$ cat src/design/followon_pkg.sv
// Package with register map, field layout and types of the follow-on control.
package followon_pkg;

    // ------------------------------------------------------------------
    // Register map
    // ------------------------------------------------------------------
    localparam logic [8:0] control_offset = 9'h1_e8;
    localparam logic [7:0] control_reset  = 8'h80;

    // ------------------------------------------------------------------
    // Field positions
    // ------------------------------------------------------------------
    localparam int auto_a_pos  = 0;
    localparam int method_pos  = 1;
    localparam int auto_b_pos  = 2;
    localparam int auto_c_pos  = 3;
    localparam int seq_lo_pos  = 4;
    localparam int tx_en_pos   = 5;
    localparam int seq_hi_pos  = 6;
    localparam int irq_sel_pos = 7;

    // Frame kinds as told to the transmitter.
    localparam logic kind_fsk  = 1'b0;
    localparam logic kind_ofdm = 1'b1;

    // Sequencer states, one-hot.
    typedef enum logic [3:0] {
        st_idle    = 4'b0001,
        st_switch  = 4'b0010,
        st_wait    = 4'b0100,
        st_followon = 4'b1000
    } seq_state_type;

    // Decoded control settings.
    typedef struct packed {
        logic auto_on;
        logic method;
        logic shortest;
        logic tx_enable;
        logic irq_select;
    } settings_type;

    // Request to the transmitter for the follow-on frame.
    typedef struct packed {
        logic start;
        logic ofdm;
        logic use_shift;
        logic use_followon_freq;
    } tx_request_type;

endpackage : followon_pkg

$ cat src/design/followon_frame_tx_control.sv
// Follow-on frame transmit sequencer with its control register.
//
// Summary of operation
// - All auto enables set: follow-on frame follows mode switch frame.
// - Method bit 0: follow-on frame is FSK with follow-on parameters.
// - Method bit 1: follow-on frame is OFDM with OFDM parameters.
// - Bit 5 permits follow-on transmission when 1, forbids when 0.
// - Enable at 0 blocks the start even at modem transmit timing.
// - Bit 7 chooses how many completion interrupts are raised.
// - Select 0: interrupt after mode switch frame and after follow-on.
// - Select 1: with all auto enables set, interrupt only after the follow-on frame.
// - Control register reads 80H after reset.
// - Shortest sequence applies synthesizer shift; normal ignores it.
// - Normal uses follow-on frequency; shortest keeps ordinary one.
//
// Added by the designer: the address-and-strobe port.
`timescale 1ns/1ps
module followon_frame_tx_control
    import followon_pkg::*;
(
    input  wire logic       clock,         // 20 MHz system clock.
    input  wire logic       arst_n,        // Asynchronous reset, low.
    input  wire logic [8:0] address,       // Register address.
    input  wire logic [7:0] write_data,    // Register write data.
    input  wire logic       write_strobe,  // Register write strobe.
    input  wire logic       read_strobe,   // Register read strobe.
    output logic      [7:0] read_data,     // Register read data.
    input  wire logic       switch_start,  // Mode switch frame starts.
    input  wire logic       frame_done,    // Current frame finished, pulse.
    input  wire logic       modem_tx_timing, // Modem transmit timing pulse.
    output tx_request_type  tx_request,    // Follow-on frame request.
    output logic            completion_irq, // Completion interrupt pulse.
    output logic            use_shift,     // Apply synthesizer shift.
    output logic            use_followon_freq // Use follow-on frequency.
);

    logic [7:0]   control;
    settings_type settings;

    typedef struct packed {
        seq_state_type  phase;
        tx_request_type request;
        logic           irq;
        logic           shift;
        logic           freq_sel;
    } ctl_state_type;

    ctl_state_type state;
    ctl_state_type next_state;

    // ------------------------------------------------------------------
    // Register file and decode
    // ------------------------------------------------------------------
    followon_regs regs (
        .clock        (clock),
        .arst_n       (arst_n),
        .address      (address),
        .write_data   (write_data),
        .write_strobe (write_strobe),
        .read_strobe  (read_strobe),
        .read_data    (read_data),
        .control      (control)
    );

    followon_decode decode (
        .control  (control),
        .settings (settings)
    );

    // ------------------------------------------------------------------
    // Sequencer
    // ------------------------------------------------------------------
    // The request is a one-cycle pulse; frame kind and frequency choice
    // are held so the transmitter can sample them at any point.
    always_comb begin
        next_state               = state;
        next_state.request.start = 1'b0;
        next_state.irq           = 1'b0;
        next_state.shift         = settings.shortest;
        next_state.freq_sel      = ~settings.shortest;
        case (state.phase)
            st_idle: begin
                if (switch_start) begin
                    next_state.phase = st_switch;
                end else if (frame_done) begin
                    // An ordinary frame reports completion unless a switch frame starts in the same cycle.
                    next_state.irq = 1'b1;
                end
            end
            st_switch: begin
                if (frame_done) begin
                    if (settings.auto_on) begin
                        // Select 1 hides the switch frame end.
                        next_state.irq = ~settings.irq_select;
                        next_state.phase = st_wait;
                    end else begin
                        next_state.irq   = 1'b1;
                        next_state.phase = st_idle;
                    end
                end
            end
            st_wait: begin
                // Auto going off abandons the follow-on before any start, so
                // a late timing pulse can never launch a frame unasked.
                // Without the enable the modem timing is simply ignored.
                if (!settings.auto_on) begin
                    next_state.phase = st_idle;
                end else if (modem_tx_timing
                             && settings.tx_enable) begin
                    next_state.request.start = 1'b1;
                    next_state.request.ofdm =
                        settings.method ? kind_ofdm : kind_fsk;
                    next_state.request.use_shift =
                        settings.shortest;
                    next_state.request.use_followon_freq =
                        ~settings.shortest;
                    next_state.phase = st_followon;
                end
            end
            st_followon: begin
                if (frame_done) begin
                    next_state.irq   = 1'b1;
                    next_state.phase = st_idle;
                end
            end
            default: begin
                next_state.phase = st_idle;
            end
        endcase
    end

    // Register the sequencer state.
    always_ff @(posedge clock or negedge arst_n) begin
        if (!arst_n) begin
            state <= '{phase: st_idle, request: '0, irq: 1'b0,
                       shift: 1'b0, freq_sel: 1'b1};
        end else begin
            state <= next_state;
        end
    end

    assign tx_request        = state.request;
    assign completion_irq    = state.irq;
    assign use_shift         = state.shift;
    assign use_followon_freq = state.freq_sel;

endmodule // followon_frame_tx_control

$ cat src/design/followon_regs.sv
// Control register slave holding the follow-on transmission settings.
`timescale 1ns/1ps
module followon_regs
    import followon_pkg::*;
(
    input  wire logic         clock,      // System clock.
    input  wire logic         arst_n,     // Asynchronous reset, low.
    input  wire logic [8:0]   address,    // Register address.
    input  wire logic [7:0]   write_data, // Write data.
    input  wire logic         write_strobe, // Write strobe.
    input  wire logic         read_strobe,  // Read strobe.
    output logic      [7:0]   read_data,  // Read data, next cycle.
    output logic      [7:0]   control     // Current control value.
);

    typedef struct packed {
        logic [7:0] control;
        logic [7:0] read_data;
    } regs_state_type;

    regs_state_type state;
    regs_state_type next_state;

    // ------------------------------------------------------------------
    // Decode and next state
    // ------------------------------------------------------------------
    // Unmapped reads return zero so software sees a defined answer.
    always_comb begin
        next_state = state;
        next_state.read_data = 8'h00;
        if (write_strobe && address == control_offset) begin
            next_state.control = write_data;
        end
        if (read_strobe && address == control_offset) begin
            next_state.read_data = state.control;
        end
    end

    // Register the state; reset gives the documented 80H.
    always_ff @(posedge clock or negedge arst_n) begin
        if (!arst_n) begin
            state <= {control_reset, 8'h00};
        end else begin
            state <= next_state;
        end
    end

    assign read_data = state.read_data;
    assign control   = state.control;

endmodule // followon_regs

$ cat src/design/followon_decode.sv
// Decoder turning the raw control byte into block settings.
`timescale 1ns/1ps
module followon_decode
    import followon_pkg::*;
(
    input  wire logic [7:0]   control,  // Raw control byte.
    output settings_type      settings  // Decoded settings.
);

    // ------------------------------------------------------------------
    // Decoding
    // ------------------------------------------------------------------
    // A mixed setting of the redundant bits counts as off, the safe side.
    always_comb begin
        settings.auto_on    = control[auto_a_pos] & control[auto_b_pos]
                            & control[auto_c_pos];
        settings.shortest   = control[seq_lo_pos]
                            & control[seq_hi_pos];
        settings.method     = control[method_pos];
        settings.tx_enable  = control[tx_en_pos];
        settings.irq_select = control[irq_sel_pos];
    end

endmodule // followon_decode

$ cat config.mk
export PLATFORM = sky130hd
export DESIGN_NAME = followon_frame_tx_control
export DESIGN_NICKNAME = d
export VERILOG_FILES = /design/src/design/followon_pkg.sv /design/src/design/followon_frame_tx_control.sv /design/src/design/followon_regs.sv /design/src/design/followon_decode.sv
export SDC_FILE = /design/constraint.sdc
export NUM_CORES = 1
export LEC_CHECK = 0
export BUFFER_PORTS_ARGS = -buffer_cell sky130_fd_sc_hd__buf_2
export CAP_MARGIN = 20
export CORE_MARGIN = 5
export CORE_UTILIZATION = 40
export CTS_CLUSTER_SIZE = 14
export DETAILED_ROUTE_END_ITERATION = 16
export GPL_TIMING_DRIVEN = 1
export PLACE_DENSITY = 0.68
export SYNTH_ARGS = -nofsm -noshare
export SYNTH_HDL_FRONTEND = slang
export SYNTH_SLANG_ARGS = --single-unit
$ cat constraint.sdc
create_clock -name clock -period 1.35 [get_ports clock]
set_input_delay 0.135 -clock clock [delete_from_list [all_inputs] [get_ports clock]]
set_output_delay 0.135 -clock clock [all_outputs]
set_load 0.01 [all_outputs]
==> results.yml <==
floorplan:
  die_y_um: 63.8
  rows: 19
  initial_utilization: 0.420
  fp.dieArea_um2: 4070
  core_area_um2: 2760
  fp.dieW_um: 63.8
  num_io_pins: 39
sta:
  clock_skew_ns: 0.00162
  hold_ws_ns: 0.0291
  period_share: 0.952
  worst_pin_slew_ns: 0.582
  slew_headroom: 0.612
  fmax_mhz: 778
  hold_viol: 0
  rsz0062_at_grt: "no"
  timing.final.crit_period_ns: 1.28
  slew_violations: 0
  setup_viol: 0
  setup_tns_ns: 0
  setup_ws_ns: 0.0654
setup_path:
  cp_max_fo: 4
  timing.rr.end: "tx_request[0]"
  cp_data_arrival_time_ns: 1.51
  crit_path_end: "tx_request[0]"
  critPathKind: "flop to flop"
  crit_path_start: "state[8]"
  reg2reg_slack_ns: 0.07
  r2r_start: "state[8]"
  reg2reg_depth: 3
  critical_path.slowest_cell: "dfrtp_1"
  end_kind: "flop"
  path_cells: "nor2b_1, and4_4, mux2_2"
  critical_path_required_ns: 1.58
  cp_slowest_stage_delay_ns: 0.41
  start_kind: "flop"
cells_and_area:
  drive_gt1_frac: 0.518
  final_util: 0.539
  syn2layout_area_growth_pct: 28.2
  diodes: 0
  mostFrequentLayoutCell: "buf_2"
  layout_common_cells: "38 x buf_2, 24 x dfrtp_1, 12 x buf_4"
  fillCellCount: 242
  fin_nets: 164
synthesis:
  synth_cell_types: 30
  synth_warnings: 0
  ys_seq_area_frac: 0.586
  synth_area_um2: 1160
  async_reset_ff_frac: 1.00
  synth-edff-count: 0
  syn-instance-count: 90
  syn-mean-instance-area_um2: 12.9
  ys.flop_type: "dfrtp_1"
  syn_nets: 114
  ys_seq_elements: 27
placed_design:
  post-place-ws_ns: -0.196
  dpl.hpwl_mm: 1.84
  portBuffers: 38
  place.gp.congestion: 0.772
grt:
  grt_max_degree: 28
  grt_pass1_wl_mm: 4.04
  grt-ovfl-total: 0
  track_usage: 0.125
  antenna_found_initial: 0
  first_global_vias: 916
route:
  drtPass1Iterations: 2
  wire_per_inst_um: 13.6
  vias: 819
  drt_iter0_drc: 9
  viasPerCell: 4.82
  drc: 0
  totalWireLength_mm: 2.31
  ant_nets: 0
outcome:
  status: "finished clean"
pwr:
  sw_frac_of_total: 0.252
  pwr-share-clk: 0.253
  p_total_uw: 1440
  p_per_area_nw_per_um2: 972
  leakage_uw: 0.000831
  internal_power_uw: 1080
  ir_worst_vdd_v: 0.000657
  p_switching_uw: 364
  power_frac_seq: 0.594
  p_comb_frac: 0.153
cts:
  cts_made_buffers: 3
  clock_latency_ns: 0.32
  tritoncts: "yes"
  cts.sinks: 27
  cts-root-buf: "clkbuf_4"
  htree_levels: 1
  post-cts-setup-buffers: 0
  clock_path_buffers: 2
  cts.clk_slew.worst_paths_ns: 0.15
hold_path:
  worstHoldStart: "write_data[3]"
  worst_hold_path_type: "input port to flop"
flow_run:
  maxCapViolCount: 0
[cells in the mapped netlist (2+ instances only)]
| library cell | instances | share of area |
|---|---|---|
| nand3_1 | 2 | 0.0086 |
| nor3_1 | 2 | 0.0086 |
| nand2_1 | 4 | 0.013 |
| dfstp_2 | 3 | 0.068 |
| and2_1 | 9 | 0.049 |
| inv_1 | 4 | 0.013 |
| nor2_1 | 3 | 0.0097 |
| dfrtp_1 | 24 | 0.52 |
| nor3b_1 | 2 | 0.013 |
| mux2_2 | 3 | 0.029 |
| a21oi_1 | 2 | 0.0086 |
| buf_4 | 4 | 0.026 |
| nand4_1 | 2 | 0.011 |
| nor2b_1 | 3 | 0.016 |
| mux2_4 | 8 | 0.10 |
[sequential cells by signal, indices dropped and copies added, names as in the netlist]
name	flops
regs.control	8
regs.read_data	8
state	4
tx_request	4
completion_irq	1
use_followon_freq	1
use_shift	1
[logic make-up (layout without fill, tap and decap cells)]
| family | after synthesis | count (layout) | synth area share |
|---|---|---|---|
| compound gates | 8 | 8 | 0.0464 |
| flops | 27 | 27 | 0.586 |
| buf+inv | 10 | 59 | 0.0518 |
| mux | 11 | 11 | 0.133 |
| simple gates | 33 | 33 | 0.175 |
| xor+xnor | 1 | 1 | 0.00756 |
[power groups by stage]
stage                     Clock [uW]  Sequential (uW)  Combinational, uW
after global routing             412              861                252
after global placement             0              871                204
after detailed placement           0              872                215
after CTS                        382              857                218
final                            365              857                221
after floorplan                    0              885               82.8
[per-layer routing]
metal,vias up,part of all wire,wire (um),global-route usage
met5,-,0,0,0
met4,0,0.0073,17,0.0519
met3,2,0.061,140,0.0298
met2,25,0.51,1180,0.214
met1,389,0.42,971,0.149
li1,403,-,-,-
[critical path: cells and delay by family, from the launching register on]
kind | cells | cell delay (ns)
and+or+nand+nor | 2 | 0.44
DFF | 1 | 0.41
muxes | 1 | 0.34
[how the worst min path moves through the flow]
stage / endpoint / cells after the start / slack, ns
global route: regs.control[0] / 2 / 0.004
finish: regs.control[3] / 2 / 0.03
CTS: regs.control[7] / 2 / 0.02
global placement: regs.read_data[3] / 1 / 0.17
floorplan: completion_irq / 0 / -0.16
detailed placement: regs.read_data[7] / 1 / 0.18
[repair_timing]
| item | 4_1_cts | 5_1_grt |
|---|---|---|
| hold endpoints to repair | 24 | 0 |
| endpoints found under the setup margin | 0 | 5 |
| hold buffers | 1 | 0 |
| gates resized for setup | 0 | 3 |
[cell type report]
cell class	count	area, um^2	share of cell area
Timing Repair Buffer	51	290	0.195
Tap cell	31	38.8	0.0261
Multi-Input combinational cell	53	430	0.290
Clock inverter	1	8.76	0.00590
Clock buffer	3	22.5	0.0152
Inverter	4	15.0	0.0101
Sequential cell	27	679	0.457
[through the flow]
step | std cells | cell area, um^2
floorplan | 90 | 1160
global placement | 165 | 1440
detailed placement | 165 | 1440
CTS | 170 | 1480
global route | 170 | 1490
finish | 170 | 1490
Power figures use the tool's default switching activity.
